==> src/inc/safety_switch_pkg.sv <==
`default_nettype none
package safety_switch_pkg;
	// Coding variants, fixed at build time
	localparam logic [1:0] CODING_PAIR_ONCE = 2'h0;
	localparam logic [1:0] CODING_REPAIRABLE = 2'h1;
	localparam logic [1:0] CODING_ACCEPT_ANY = 2'h2;
	// Actuator code width
	localparam int CODE_W = 32;
	// Indicator blink timing
	localparam int CLK_HZ = 40000000;
	localparam int BLINK_MS = 250;
	localparam int BLINK_CYCLES = (CLK_HZ / 1000) * BLINK_MS;
	localparam int BLINK_W = 24;
	// Fault type codes, blink count on the state indicator
	localparam logic [2:0] FAULT_NONE = 3'h0;
	localparam logic [2:0] FAULT_SHORT = 3'h1;
	localparam logic [2:0] FAULT_CROSS = 3'h2;
	localparam logic [2:0] FAULT_INTERNAL = 3'h3;
	// Indicator colour codes
	localparam logic [1:0] DIAG_OFF = 2'h0;
	localparam logic [1:0] DIAG_GREEN = 2'h1;
	localparam logic [1:0] DIAG_RED = 2'h2;
	localparam logic [1:0] DIAG_YELLOW = 2'h3;
	// Operating states
	typedef enum logic [3:0] {
		ST_IDLE = 4'h1,
		ST_TEACH = 4'h2,
		ST_RUN = 4'h4,
		ST_FAULT = 4'h8
	} op_state_t;
endpackage
`default_nettype wire

==> src/hdl/safety_switch_ctrl.sv <==
// Overview of operation
// - Pair-once mode: teach exactly one actuator until reset
// - Re-pairable: reteach any number of times from idle, only latest accepted
// - Accept-any: any valid actuator, no teaching
// - Limit range flashes the diagnostic indicator
// - Open guard or chain fault drops outputs
// - Short or cross-connection on outputs is fault
// - Faults checked continuously, in every state
// - Fault: diagnostic red, state indicator blinks type
// - Internal fault forces both outputs off
// - Open-close clears fault; else power cycle
// - Outputs off when actuator leaves response area
// - Safe state during fault and teaching
// - Outputs on: in range, accepted, start or auto
`timescale 1ns/1ps
`default_nettype none
module safety_switch_ctrl
	import safety_switch_pkg::*;
#(
	parameter logic [1:0] CODING_MODE = CODING_REPAIRABLE,
	parameter int BLINK_LEN = BLINK_CYCLES
) (
	// Clock and reset
	input wire logic core_clk,
	input wire logic resetn,
	// Actuator reader, from the transponder front end on core_clk
	input wire logic tag_present,
	input wire logic tag_valid_type,
	input wire logic [CODE_W-1:0] tag_code,
	input wire logic tag_limit_range,
	// Pins from outside
	input wire logic teach_req,
	input wire logic start_in,
	input wire logic auto_start,
	input wire logic chain_in_ch1,
	input wire logic chain_in_ch2,
	input wire logic out_short_det,
	input wire logic out_cross_det,
	input wire logic internal_fault,
	// Outputs
	output logic safety_out_ch1,
	output logic safety_out_ch2,
	output logic diagnostic_output,
	output logic [1:0] diagnostic_indicator,
	output logic state_indicator,
	output logic [2:0] fault_code,
	output logic paired
);
	// Coding mode is elaboration-time only
	if (CODING_MODE > CODING_ACCEPT_ANY) begin : g_mode_chk
		$error("Unsupported coding mode");
	end
	if (BLINK_LEN < 1 || BLINK_LEN >= (1 << BLINK_W)) begin : g_blink_chk
		$error("Blink length out of range");
	end

	////////////////////////////////////////////////////////////////
	// Pin synchronisers: first stage read only by the second
	// Auto-start strap goes through too, so a strap moved live cannot glitch the state
	logic [6:0] sync1_r;
	logic [6:0] sync2_r;
	always_ff @(posedge core_clk) begin
		sync1_r <= {teach_req, start_in, auto_start, chain_in_ch1, chain_in_ch2,
			out_short_det, out_cross_det};
		sync2_r <= sync1_r;
	end
	wire teach_s = sync2_r[6];
	wire start_s = sync2_r[5];
	wire auto_s = sync2_r[4]; // Synchronised auto-start strap
	wire chain_ok = sync2_r[3] & sync2_r[2]; // Upstream both channels on
	wire short_s = sync2_r[1];
	wire cross_s = sync2_r[0];
	logic intf1_r;
	logic intf2_r;
	always_ff @(posedge core_clk) begin
		intf1_r <= internal_fault;
		intf2_r <= intf1_r;
	end

	////////////////////////////////////////////////////////////////
	// State and stored code
	op_state_t state_r;
	op_state_t state_nxt;
	logic [CODE_W-1:0] code_r; // Taught actuator code
	logic taught_r; // A code is held
	logic [2:0] fault_r; // Latched fault type
	logic open_seen_r; // Guard opened since fault
	logic teach_prev_r; // Teach request edge detect

	// Code acceptance per coding mode
	wire code_match = taught_r && (tag_code == code_r);
	wire accepted = tag_present && tag_valid_type &&
		((CODING_MODE == CODING_ACCEPT_ANY) ? 1'b1 : code_match);
	// Teaching allowed: pair-once only while untaught, re-pair always
	wire teach_ok = (CODING_MODE == CODING_REPAIRABLE) ||
		((CODING_MODE == CODING_PAIR_ONCE) && !taught_r);
	wire teach_go = teach_s && !teach_prev_r && teach_ok &&
		tag_present && tag_valid_type;
	// Output monitor faults checked continuously, before any switch-on
	wire fault_now = short_s || cross_s || intf2_r;
	wire [2:0] fault_type = intf2_r ? FAULT_INTERNAL :
		(cross_s ? FAULT_CROSS : (short_s ? FAULT_SHORT : FAULT_NONE));
	// Release condition: guard open means actuator out of range
	wire out_on_ok = accepted && chain_ok && (start_s || auto_s);
	wire guard_open = !tag_present;

	// Next-state decode
	always_comb begin
		state_nxt = state_r;
		case (state_r)
			ST_IDLE: begin
				if (fault_now) begin
					state_nxt = ST_FAULT;
				end else if (teach_go) begin
					state_nxt = ST_TEACH;
				end else if (out_on_ok) begin
					state_nxt = ST_RUN;
				end
			end
			ST_TEACH: begin
				// A fault seen while teaching must not be lost
				if (fault_now) begin
					state_nxt = ST_FAULT;
				end else begin
					state_nxt = ST_IDLE; // One cycle with outputs off
				end
			end
			ST_RUN: begin
				if (fault_now) begin
					state_nxt = ST_FAULT;
				end else if (!out_on_ok) begin
					// Lost actuator, open chain or start withdrawn
					state_nxt = ST_IDLE;
				end
			end
			ST_FAULT: begin
				// Clear only after cause gone and an open-close cycle
				if (!fault_now && open_seen_r && tag_present) begin
					state_nxt = ST_IDLE;
				end
			end
			default: state_nxt = ST_FAULT;
		endcase
	end

	// State, code store, fault latch
	always_ff @(posedge core_clk) begin
		if (!resetn) begin
			state_r <= ST_IDLE;
			code_r <= '0;
			taught_r <= 1'b0;
			fault_r <= FAULT_NONE;
			open_seen_r <= 1'b0;
			teach_prev_r <= 1'b0;
		end else begin
			state_r <= state_nxt;
			teach_prev_r <= teach_s;
			if (state_r == ST_TEACH) begin
				code_r <= tag_code;
				taught_r <= 1'b1;
			end
			if (fault_now) begin
				fault_r <= fault_type;
			end else if (state_nxt != ST_FAULT) begin
				fault_r <= FAULT_NONE;
			end
			// Open seen only counts once the cause is gone
			if (state_r != ST_FAULT || fault_now) begin
				open_seen_r <= 1'b0;
			end else if (guard_open) begin
				open_seen_r <= 1'b1;
			end
		end
	end

	////////////////////////////////////////////////////////////////
	// Blink timebase and fault code pulse train
	logic [BLINK_W-1:0] blink_cnt_r;
	logic blink_r; // Slow toggle
	logic [3:0] phase_r; // Step in the code pattern
	wire blink_tick = (blink_cnt_r == BLINK_W'(BLINK_LEN - 1));
	always_ff @(posedge core_clk) begin
		if (!resetn) begin
			blink_cnt_r <= '0;
			blink_r <= 1'b0;
			phase_r <= 4'h0;
		end else if (blink_tick) begin
			blink_cnt_r <= '0;
			blink_r <= !blink_r;
			phase_r <= phase_r + 4'h1;
		end else begin
			blink_cnt_r <= blink_cnt_r + BLINK_W'(1);
		end
	end
	// Pulse n times then pause: even phases below 2*code are lit
	wire code_lit = !phase_r[0] && (phase_r[3:1] < fault_r);

	////////////////////////////////////////////////////////////////
	// Registered outputs
	wire in_safe = (state_nxt != ST_RUN) || fault_now;
	always_ff @(posedge core_clk) begin
		if (!resetn) begin
			safety_out_ch1 <= 1'b0;
			safety_out_ch2 <= 1'b0;
			diagnostic_output <= 1'b1;
			diagnostic_indicator <= DIAG_OFF;
			state_indicator <= 1'b0;
			fault_code <= FAULT_NONE;
			paired <= 1'b0;
		end else begin
			safety_out_ch1 <= !in_safe;
			safety_out_ch2 <= !in_safe;
			diagnostic_output <= in_safe;
			fault_code <= fault_r;
			paired <= taught_r;
			if (state_r == ST_FAULT) begin
				diagnostic_indicator <= DIAG_RED;
				state_indicator <= code_lit;
			end else if (tag_present && tag_limit_range) begin
				diagnostic_indicator <= blink_r ? DIAG_YELLOW : DIAG_OFF;
				state_indicator <= (state_r == ST_RUN);
			end else begin
				diagnostic_indicator <= DIAG_GREEN;
				state_indicator <= (state_r == ST_RUN);
			end
		end
	end

	////////////////////////////////////////////////////////////////
	// Assertions
	fault_outs_off_a: assert property (@(posedge core_clk)
		disable iff (!resetn) (state_r == ST_FAULT) |=> !safety_out_ch1 && !safety_out_ch2)
		else $error("Outputs on during fault");
	channels_equal_a: assert property (@(posedge core_clk)
		disable iff (!resetn) safety_out_ch1 == safety_out_ch2)
		else $error("Safety channels differ");
	short_code_a: assert property (@(posedge core_clk)
		disable iff (!resetn) (short_s && !cross_s && !intf2_r) |=> fault_r == FAULT_SHORT)
		else $error("Short not latched as short fault");
	teach_safe_a: assert property (@(posedge core_clk)
		disable iff (!resetn) (state_r == ST_TEACH) |=> !safety_out_ch1)
		else $error("Outputs on during teaching");
	fault_detect_a: assert property (@(posedge core_clk)
		disable iff (!resetn) fault_now |=> state_r == ST_FAULT)
		else $error("Fault not latched");
	diag_inverse_a: assert property (@(posedge core_clk)
		disable iff (!resetn) ##1 diagnostic_output != safety_out_ch1)
		else $error("Diagnostic output not inverse");
	release_off_a: assert property (@(posedge core_clk)
		disable iff (!resetn) !tag_present |=> !safety_out_ch1)
		else $error("Outputs on without actuator");
	chain_off_a: assert property (@(posedge core_clk)
		disable iff (!resetn) !chain_ok |=> !safety_out_ch2)
		else $error("Outputs on with chain open");
	fault_red_a: assert property (@(posedge core_clk)
		disable iff (!resetn) (state_r == ST_FAULT) |=> diagnostic_indicator == DIAG_RED)
		else $error("Fault indicator not red");
	pair_once_a: assert property (@(posedge core_clk)
		disable iff (!resetn)
		(CODING_MODE == CODING_PAIR_ONCE && taught_r) |-> state_nxt != ST_TEACH)
		else $error("Pair-once retaught");
	run_cov: cover property (@(posedge core_clk) disable iff (!resetn) safety_out_ch1);
	teach_cov: cover property (@(posedge core_clk) disable iff (!resetn) state_r == ST_TEACH);
	recover_cov: cover property (@(posedge core_clk) disable iff (!resetn)
		state_r == ST_FAULT ##1 state_r == ST_IDLE);
endmodule // safety_switch_ctrl
`default_nettype wire

==> config.mk <==
export PLATFORM = sky130hd
export DESIGN_NAME = safety_switch_ctrl
export DESIGN_NICKNAME = d
export VERILOG_FILES = /design/src/inc/safety_switch_pkg.sv /design/src/hdl/safety_switch_ctrl.sv
export SDC_FILE = /design/constraint.sdc
export NUM_CORES = 1
export LEC_CHECK = 0
export BUFFER_PORTS_ARGS = -buffer_cell sky130_fd_sc_hd__buf_4
export CORE_MARGIN = 4
export CORE_UTILIZATION = 55
export CTS_CLUSTER_DIAMETER = 50
export DETAILED_ROUTE_END_ITERATION = 10
export PLACE_DENSITY = 0.81
export SKIP_LAST_GASP = 1
export SLEW_MARGIN = 0
export SYNTH_ARGS = -nofsm -noshare
export SYNTH_HDL_FRONTEND = slang
export SYNTH_SLANG_ARGS = --single-unit
==> constraint.sdc <==
create_clock -name core_clk -period 4.5 [get_ports core_clk]
set_input_delay 0.225 -clock core_clk [delete_from_list [all_inputs] [get_ports core_clk]]
set_output_delay 0.225 -clock core_clk [all_outputs]
set_load 0.01 [all_outputs]
==> results.json, run 1 <==
{
  "power_switching_uw": 342,
  "p_clk_frac": 0.386,
  "final.min_clock_period_ns": 2.18,
  "synth_common_cells": "dfxtp_1 (94), nand2_1 (76), nor2_1 (47), xor2_1 (43), a21oi_1 (35)",
  "insertedDiodeCount": 0,
  "vias_per_cell": 5.25,
  "finalSetupTns_ns": 0,
  "coreArea_sq_mm": 0.00679,
  "avgSynthCellArea_sq_um": 8.86,
  "min_path_cells": 3,
  "outcome": "complete, no violations",
  "synthArstFlopShare": 0,
  "grt_max_degree": 34,
  "syn_nets": 484,
  "cts_buffer_depth": 2,
  "layout.cells.non_filler": 591,
  "critPathRequiredTime_ns": 4.79,
  "synth_edf_count": 0,
  "slew_headroom": 0.188,
  "grt_pass1_vias": 2973,
  "dp_cells": 568,
  "cts_resized": 0,
  "clk_latency_ns": 0.35,
  "root_buffer": "clkbuf_8",
  "maxCapViolations": 0,
  "r2r_end": "state_r[0]$_SDFF_PN1_",
  "cts_made_buffers": 9,
  "power_density_mw_per_mm2": 341,
  "worst_slack_ns": 2.32,
  "ir_drop_v": 0.000258,
  "die_area_sq_mm": 0.00843,
  "core.rowCount": 30,
  "min_to": "code_r[5]$_SDFFE_PN0N_",
  "crit_type": "flip-flop to flip-flop",
  "ys_seq_elements": 94,
  "wl_um": 7940,
  "cp-start-kind": "flip-flop",
  "worstReg2RegStart": "state_r[2]$_SDFF_PN0_",
  "synthDistinctLibCells": 44,
  "wl_per_cell_um": 13.4,
  "dp_slack_ns": 2.35,
  "rrSetupSlack_ns": 2.32,
  "drt-initial-drc-count": 130,
  "fin_skew_ns": 0.00593,
  "hp-class": "primary input to flip-flop",
  "postCtsSetupRepairBufs": 0,
  "cts.sinks": 94,
  "grt_pass1_wl_um": 13600,
  "netlist_instances": 436,
  "nets": 539,
  "rsz0062_at_grt": "false",
  "drc": 0,
  "ys_warn_count": 0,
  "synth_top_area_frac": 0.487,
  "vias": 3101,
  "grt.overflow.total": 0,
  "switching_share": 0.218,
  "port_buffers": 53,
  "path_clk_slew_ns": 0.09,
  "leakagePower_uw": 0.00181,
  "dp.final_hpwl_um": 5620,
  "synth_area_leaders": "dfxtp_1 (49%), xor2_1 (9.8%), nand2_1 (7.4%), nor2_1 (4.6%), a21oi_1 (4.5%)",
  "cp.arrival_ns": 2.47,
  "ant_nets": 0,
  "p_int_uw": 1230,
  "syn-cell-area_sq_mm": 0.00386,
  "antenna_found_initial": 0,
  "tritoncts": "done",
  "yosysTopAreaCell": "dfxtp_1",
  "gp_congestion": 0.862,
  "pwr-share-seq": 0.545,
  "critPathCaptureType": "flip-flop",
  "area_growth_pct": 19.0,
  "drt-pass1-iter-count": 4,
  "hold_viol_final": 0,
  "hold_buffers": 8,
  "setup_violations": 0,
  "io_pins": 55,
  "grt_use_total": 0.200,
  "drive_gt1_frac": 0.154,
  "synth_ff_type": "dfxtp_1",
  "slew_viol_final": 0,
  "ys_seq_area_frac": 0.487,
  "die_x_um": 91.8,
  "hp-start": "tag_code[5]",
  "yosysMostFrequentCell": "dfxtp_1",
  "h-tree-depth": 3,
  "reg2reg_depth": 5,
  "cp_max_fo": 33,
  "initial_utilization": 0.569,
  "p_comb_frac": 0.069,
  "die_h_um": 91.8,
  "fin_crit_sh": 0.483,
  "max_freq_mhz": 460,
  "tightest_slew_ns": 1.21
}
## worst max-delay path by stage
| stage | startpoint | end | cells after the start |
|---|---|---|---|
| final | state_r[2]$_SDFF_PN0_ | state_r[0]$_SDFF_PN1_ | 5 |
| after global routing | state_r[2]$_SDFF_PN0_ | state_r[0]$_SDFF_PN1_ | 5 |
| after CTS | state_r[2]$_SDFF_PN0_ | state_r[0]$_SDFF_PN1_ | 5 |
| after detailed placement | state_r[2]$_SDFF_PN0_ | state_r[0]$_SDFF_PN1_ | 5 |
| after global placement | state_r[2]$_SDFF_PN0_ | state_r[0]$_SDFF_PN1_ | 5 |
| after floorplan | blink_cnt_r[21]$_SDFF_PP0_ | blink_cnt_r[16]$_SDFF_PP0_ | 6 |
## cell type report
class	count	area (sq um)
Fill cell	536	2200
Sequential cell	94	1880
Multi-Input combinational cell	315	1850
Timing Repair Buffer	62	485
Clock buffer	10	138
Tap cell	96	120
Clock inverter	5	83.8
Inverter	9	33.8
## state kept, by name, indices dropped and copies added, names as in the netlist, 2 cells and up
signal                count
fault_r                   2
fault_code                2
code_r                   32
state_r                   4
diagnostic_indicator      2
phase_r                   4
sync2_r                   7
blink_cnt_r              24
sync1_r                   7
## placed cells by master (no fill, tap or decap), drive strengths merged, types with 2 or more instances in the layout
cell and n:
a2111oi 2, a21oi 35, and2 5, and3 7
and4 6, buf 54, bufinv 2, clkbuf 10
clkinv 2, clkinvlp 2, dfxtp 94, dlygate4sd3 8
ha 3, inv 8, mux2i 3, nand2 77
nand2b 4, nand3 12, nand3b 2, nand4 15
nor2 47, nor2b 2, nor3 5, nor4 15
nor4b 2, o211ai 2, o21ai 3, xnor2 14
xor2 43
## routing by layer
metal | up-vias | routed length [um] | track usage
li1 | 1578 | - | -
met1 | 1431 | 3580 | 0.264
met2 | 75 | 3790 | 0.320
met3 | 17 | 419 | 0.0443
met4 | 0 | 151 | 0.0755
met5 | - | 0 | 0
## cell families after synthesis
kind of cell | share of synthesized area
flops | 0.487
xor+xnor | 0.129
fa+ha+maj | 0.00972
simple gates | 0.258
buf+inv | 0.0327
other cells | 0.000971
mux | 0.00777
compound gates | 0.0745
## critical path, cell delays in order (launching register included)
cell and delay [ns]:
dfxtp_1 0.38, nor2_1 0.19, nand3_1 0.86, o211ai_1 0.43, o22ai_1 0.12, a21oi_1 0.13
## metrics by stage
| stage | power, uW | util | cell area, sq um | hold WS [ns] |
|---|---|---|---|---|
| after CTS | 1580 | 0.677 | 4600 | 0.111 |
| after global placement | 974 | 0.632 | 4300 | 0.311 |
| after global routing | 1630 | 0.677 | 4600 | 0.117 |
| after detailed placement | 977 | 0.632 | 4300 | 0.312 |
| final | 1570 | 0.677 | 4600 | 0.127 |
| after floorplan | 923 | - | 3860 | 0.253 |
## power by group through the flow
stage | combinational, uW | sequential [uW] | clock [uW]
2_1_floorplan | 47.8 | 875 | 0
3_3_place_gp | 99.5 | 874 | 0
3_5_place_dp | 102 | 875 | 0
4_1_cts | 108 | 855 | 619
5_1_grt | 119 | 858 | 656
6_report | 108 | 855 | 606
No activity file was read; power rests on OpenSTA's default activity.
==> run 2, diff against run 1 <==
==> constraint.sdc (replaced) <==
create_clock -name core_clk -period 2.1 [get_ports core_clk]
set_input_delay 0.105 -clock core_clk [delete_from_list [all_inputs] [get_ports core_clk]]
set_output_delay 0.105 -clock core_clk [all_outputs]
set_load 0.01 [all_outputs]
==> results.json, run 2 (synthesis gave the netlist of run 1 again) <==
{
  "vias_per_cell": 5.29,
  "io_pins": 55,
  "final.min_clock_period_ns": 1.82,
  "regMostFlops": "code_r",
  "pwr-share-seq": 0.524,
  "final_cell_mix": "dfxtp_1 (94), nand2_1 (76), buf_4 (57)",
  "fin_crit_sh": 0.866,
  "cp-start-kind": "flip-flop",
  "drc": 0,
  "ant_nets": 0,
  "leakagePower_uw": 0.00187,
  "finalSetupTns_ns": 0,
  "ir_drop_v": 0.000510,
  "cts_resized": 0,
  "critPathRequiredTime_ns": 2.33,
  "power_switching_uw": 766,
  "fin_hold_ws_ns": 0.00689,
  "fin_skew_ns": 0.0114,
  "insertedDiodeCount": 0,
  "h-tree-depth": 3,
  "grt.overflow.total": 0,
  "drt-pass1-iter-count": 5,
  "grt_pass1_vias": 3138,
  "utilization": 0.692,
  "gp_congestion": 0.843,
  "wl_per_cell_um": 14.2,
  "cts_buffer_depth": 2,
  "setup_violations": 0,
  "p_total_uw": 3500,
  "postCtsSetupRepairBufs": 0,
  "crit_type": "flip-flop to flip-flop",
  "slew_viol_final": 0,
  "dp.final_hpwl_um": 6000,
  "hp-class": "primary input to flip-flop",
  "vias": 3181,
  "p_comb_frac": 0.069,
  "antenna_found_initial": 0,
  "die_h_um": 91.8,
  "switching_share": 0.219,
  "maxCapViolations": 0,
  "fillCellCount": 507,
  "area_growth_pct": 21.7,
  "root_buffer": "clkbuf_8",
  "seq_area_sq_mm": 0.00188,
  "cp_max_fo": 22,
  "multi_input_area_sq_mm": 0.00185,
  "initial_utilization": 0.569,
  "nets": 548,
  "cts.sinks": 94,
  "die_x_um": 91.8,
  "coreArea_sq_mm": 0.00679,
  "hold_viol_final": 0,
  "core.rowCount": 30,
  "power_density_mw_per_mm2": 744,
  "tightest_slew_ns": 0.508,
  "grt_max_degree": 34,
  "port_buffers": 53,
  "slew_headroom": 0.659,
  "wl_um": 8550,
  "cp.arrival_ns": 2.05,
  "p_int_uw": 2730,
  "top_regs": "code_r (32), blink_cnt_r (24)",
  "cts_made_buffers": 9,
  "outcome": "complete, no violations",
  "largest_reg_flops": 32,
  "grt_use_total": 0.207,
  "clk_latency_ns": 0.35,
  "path_clk_slew_ns": 0.09,
  "tritoncts": "done",
  "drive_gt1_frac": 0.158,
  "p_clk_frac": 0.407,
  "rsz0062_at_grt": "false",
  "die_area_sq_mm": 0.00843,
  "grt_pass1_wl_um": 14100,
  "drt-initial-drc-count": 185,
  "max_freq_mhz": 550,
  "final_common_cell": "dfxtp_1",
  "critPathCaptureType": "flip-flop"
}
## run 2: power by group through the flow
stage	Combinational [uW]	Clock (uW)	Sequential (uW)
6_report	242	1420	1830
5_1_grt	264	1520	1840
4_1_cts	240	1440	1830
3_5_place_dp	218	0	1880
3_3_place_gp	213	0	1870
2_1_floorplan	103	0	1870
## run 2: stage by stage
step	instances	instance area, sq um	setup WS [ns]
3_3_place_gp	571	4320	0.409
3_5_place_dp	571	4320	0.298
5_1_grt	601	4700	0.114
6_report	601	4700	0.281
2_1_floorplan	436	3860	0.462
4_1_cts	601	4700	0.288
## run 2: critical path, stage by stage (launching register included)
cell and delay, ns:
dfxtp_1 0.35, nor4b_1 0.36, nand4_1 0.20, nor4_4 0.26, or2b_2 0.42, nor2_1 0.10
## run 2: repair_timing
| action | 4_1_cts | 5_1_grt |
|---|---|---|
| hold endpoints to repair | 14 | 0 |
| hold buffers | 14 | 0 |
| setup endpoints to repair | 0 | 0 |
## run 2: cell type report
cell class / instances / area share
Clock inverter: 7 / 0.0255
Inverter: 9 / 0.00718
Sequential cell: 94 / 0.400
Multi-Input combinational cell: 315 / 0.394
Clock buffer: 9 / 0.0263
Tap cell: 96 / 0.0255
Timing Repair Buffer: 71 / 0.121
## run 2: worst paths after layout
| path | slack (ns) | to | depth (start not counted) | startpoint |
|---|---|---|---|---|
| setup / recovery | 0.28 | blink_cnt_r[21]$_SDFF_PP0_ | 5 | blink_cnt_r[17]$_SDFF_PP0_ |
| setup reg to reg | 0.28 | blink_cnt_r[21]$_SDFF_PP0_ | 5 | blink_cnt_r[17]$_SDFF_PP0_ |
| hold / removal | 0.007 | code_r[13]$_SDFFE_PN0N_ | 3 | tag_code[13] |
| hold reg to reg | 0.33 | sync2_r[5]$_DFF_P_ | 0 | sync1_r[5]$_DFF_P_ |
## run 2: routing by layer
metal / wire (um) / share of wire / up-vias / track usage
met1: 3690 / 0.43 / 1487 / 0.255
met4: 212 / 0.025 / 0 / 0.0903
met2: 4270 / 0.50 / 80 / 0.355
met3: 378 / 0.044 / 20 / 0.0345
li1: - / - / 1594 / -
met5: 0 / 0 / - / 0
==> run 3, diff against run 2 <==
--- a/config.mk
+++ b/config.mk
@@ -16,3 +16,4 @@
 export SYNTH_ARGS = -nofsm -noshare
 export SYNTH_HDL_FRONTEND = slang
 export SYNTH_SLANG_ARGS = --single-unit
+export TNS_END_PERCENT = 20
==> constraint.sdc (replaced) <==
create_clock -name core_clk -period 1.8 [get_ports core_clk]
set_input_delay 0.09 -clock core_clk [delete_from_list [all_inputs] [get_ports core_clk]]
set_output_delay 0.09 -clock core_clk [all_outputs]
set_load 0.01 [all_outputs]
==> results.json, run 3 (synthesis gave the netlist of run 1 again) <==
{
  "critPathRequiredTime_ns": 2.06,
  "area_growth_pct": 28.6,
  "top_regs": "code_r (32), blink_cnt_r (24)",
  "worst_slack_ns": 0.0887,
  "clk_latency_ns": 0.36,
  "dp.final_hpwl_um": 5840,
  "vias_per_cell": 5.38,
  "fin_hold_ws_ns": -0.00238,
  "power_density_mw_per_mm2": 800,
  "port_buffers": 53,
  "maxCapViolations": 0,
  "failed_checks": "hold timing",
  "wl_per_cell_um": 14.3,
  "path_clk_slew_ns": 0.09,
  "tritoncts": "done",
  "setup_violations": 0,
  "cp-start-kind": "flip-flop",
  "p_int_uw": 3080,
  "final.min_clock_period_ns": 1.71,
  "ant_nets": 0,
  "cts_buffer_depth": 2,
  "min_path_cells": 3,
  "die_area_sq_mm": 0.00843,
  "grt_pass1_wl_um": 14800,
  "drc": 0,
  "p_clk_frac": 0.379,
  "core.rowCount": 30,
  "grt_max_degree": 34,
  "outcome": "finished, violations left",
  "nets": 574,
  "coreArea_sq_mm": 0.00679,
  "grt_pass1_vias": 3199,
  "grt_use_total": 0.218,
  "regMostFlops": "code_r",
  "cp_max_fo": 8,
  "antenna_found_initial": 0,
  "finalSetupTns_ns": 0,
  "io_pins": 55,
  "grt.overflow.total": 0,
  "rsz0062_at_grt": "true",
  "hold_viol_final": 1,
  "pwr-share-seq": 0.539,
  "reg2reg_depth": 5,
  "final_cell_mix": "dfxtp_1 (94), nand2_1 (76), buf_4 (59)",
  "die_x_um": 91.8,
  "drt-initial-drc-count": 252,
  "crit_type": "flip-flop to flip-flop",
  "slew_viol_final": 0,
  "initial_utilization": 0.569,
  "cts_made_buffers": 9,
  "ir_drop_v": 0.000553,
  "dp_cells": 575,
  "rrSetupSlack_ns": 0.09,
  "drive_gt1_frac": 0.160,
  "hp-class": "primary input to flip-flop",
  "fin_skew_ns": 0.00973,
  "cp.arrival_ns": 1.97,
  "gp_congestion": 0.845,
  "layout.cells.non_filler": 627,
  "leakagePower_uw": 0.00198,
  "fin_crit_sh": 0.951,
  "critPathCaptureType": "flip-flop",
  "hp-start": "tag_code[30]",
  "utilization": 0.731,
  "worstReg2RegStart": "state_r[2]$_SDFF_PN0_",
  "p_comb_frac": 0.083,
  "wl_um": 8960,
  "final_common_cell": "dfxtp_1",
  "vias": 3371,
  "max_freq_mhz": 584,
  "postCtsSetupRepairBufs": 0,
  "power_switching_uw": 892,
  "min_to": "code_r[30]$_SDFFE_PN0N_",
  "root_buffer": "clkbuf_8",
  "r2r_end": "fault_r[0]$_SDFFE_PN0P_",
  "dp_slack_ns": 0.102,
  "h-tree-depth": 3,
  "drt-pass1-iter-count": 5,
  "cts.sinks": 94,
  "switching_share": 0.225,
  "die_h_um": 91.8,
  "largest_reg_flops": 32,
  "insertedDiodeCount": 0,
  "p_total_uw": 3970
}
==> run 3: cell count changes in the layout (fill, tap and decap cells not counted), moves of 2 or more <==
cell | previous run | this run
dlygate4sd3_1 | 14 | 36
buf_12 | 0 | 2
buf_4 | 57 | 59
clkbuf_1 | 0 | 2
nor4b_1 | 2 | 0
nor4b_2 | 0 | 2
==> run 3: layer usage <==
layer,wire length (um),global-route usage,vias up
li1,-,-,1647
met1,3760,0.263,1583
met2,4490,0.378,115
met3,483,0.0369,26
met4,222,0.100,0
met5,0,0,-
==> run 3: how the worst max path moves through the flow <==
stage | from | end | slack [ns]
detailed placement | state_r[2]$_SDFF_PN0_ | fault_r[0]$_SDFFE_PN0P_ | 0.10
floorplan | blink_cnt_r[21]$_SDFF_PP0_ | blink_cnt_r[23]$_SDFF_PP0_ | 0.16
CTS | blink_cnt_r[14]$_SDFF_PP0_ | phase_r[3]$_SDFFE_PN0P_ | 0.05
finish | state_r[2]$_SDFF_PN0_ | fault_r[0]$_SDFFE_PN0P_ | 0.09
global route | blink_cnt_r[17]$_SDFF_PP0_ | phase_r[3]$_SDFFE_PN0P_ | -0.008
global placement | blink_cnt_r[17]$_SDFF_PP0_ | phase_r[3]$_SDFFE_PN0P_ | 0.17
==> run 3: layout make-up <==
cell class	instances	area, sq um
Tap cell	96	120
Inverter	9	33.8
Timing Repair Buffer	97	843
Clock inverter	5	83.8
Sequential cell	94	1880
Clock buffer	11	131
Fill cell	459	1830
Multi-Input combinational cell	315	1870
==> run 3: metrics by stage <==
stage	area, sq um	hold WS, ns
6_report	4970	-0.00238
5_1_grt	4970	0.00100
4_1_cts	4940	0.000288
3_5_place_dp	4370	0.195
3_3_place_gp	4370	0.195
2_1_floorplan	3860	0.118
==> run 3: critical path, stage by stage (launching register included) <==
cell and delay, ns:
dfxtp_1 0.47, xor2_1 0.17, o211ai_1 0.16, a2111oi_4 0.42, nand2_2 0.12, a32o_1 0.27
==> run 3: power groups by stage <==
stage	clock [uW]	combinational (uW)	sequential, uW
floorplan	0	120	2190
global placement	0	254	2190
detailed placement	0	259	2190
CTS	1530	323	2140
global route	1610	359	2150
finish	1510	328	2140
==> run 3: what timing repair did <==
item / in CTS / in global routing
resized for setup: 1 / 2
hold buffers: 35 / 1
pin swaps: 0 / 0
endpoints found under the hold margin: 35 / 1
endpoints found under the setup margin: 2 / 7
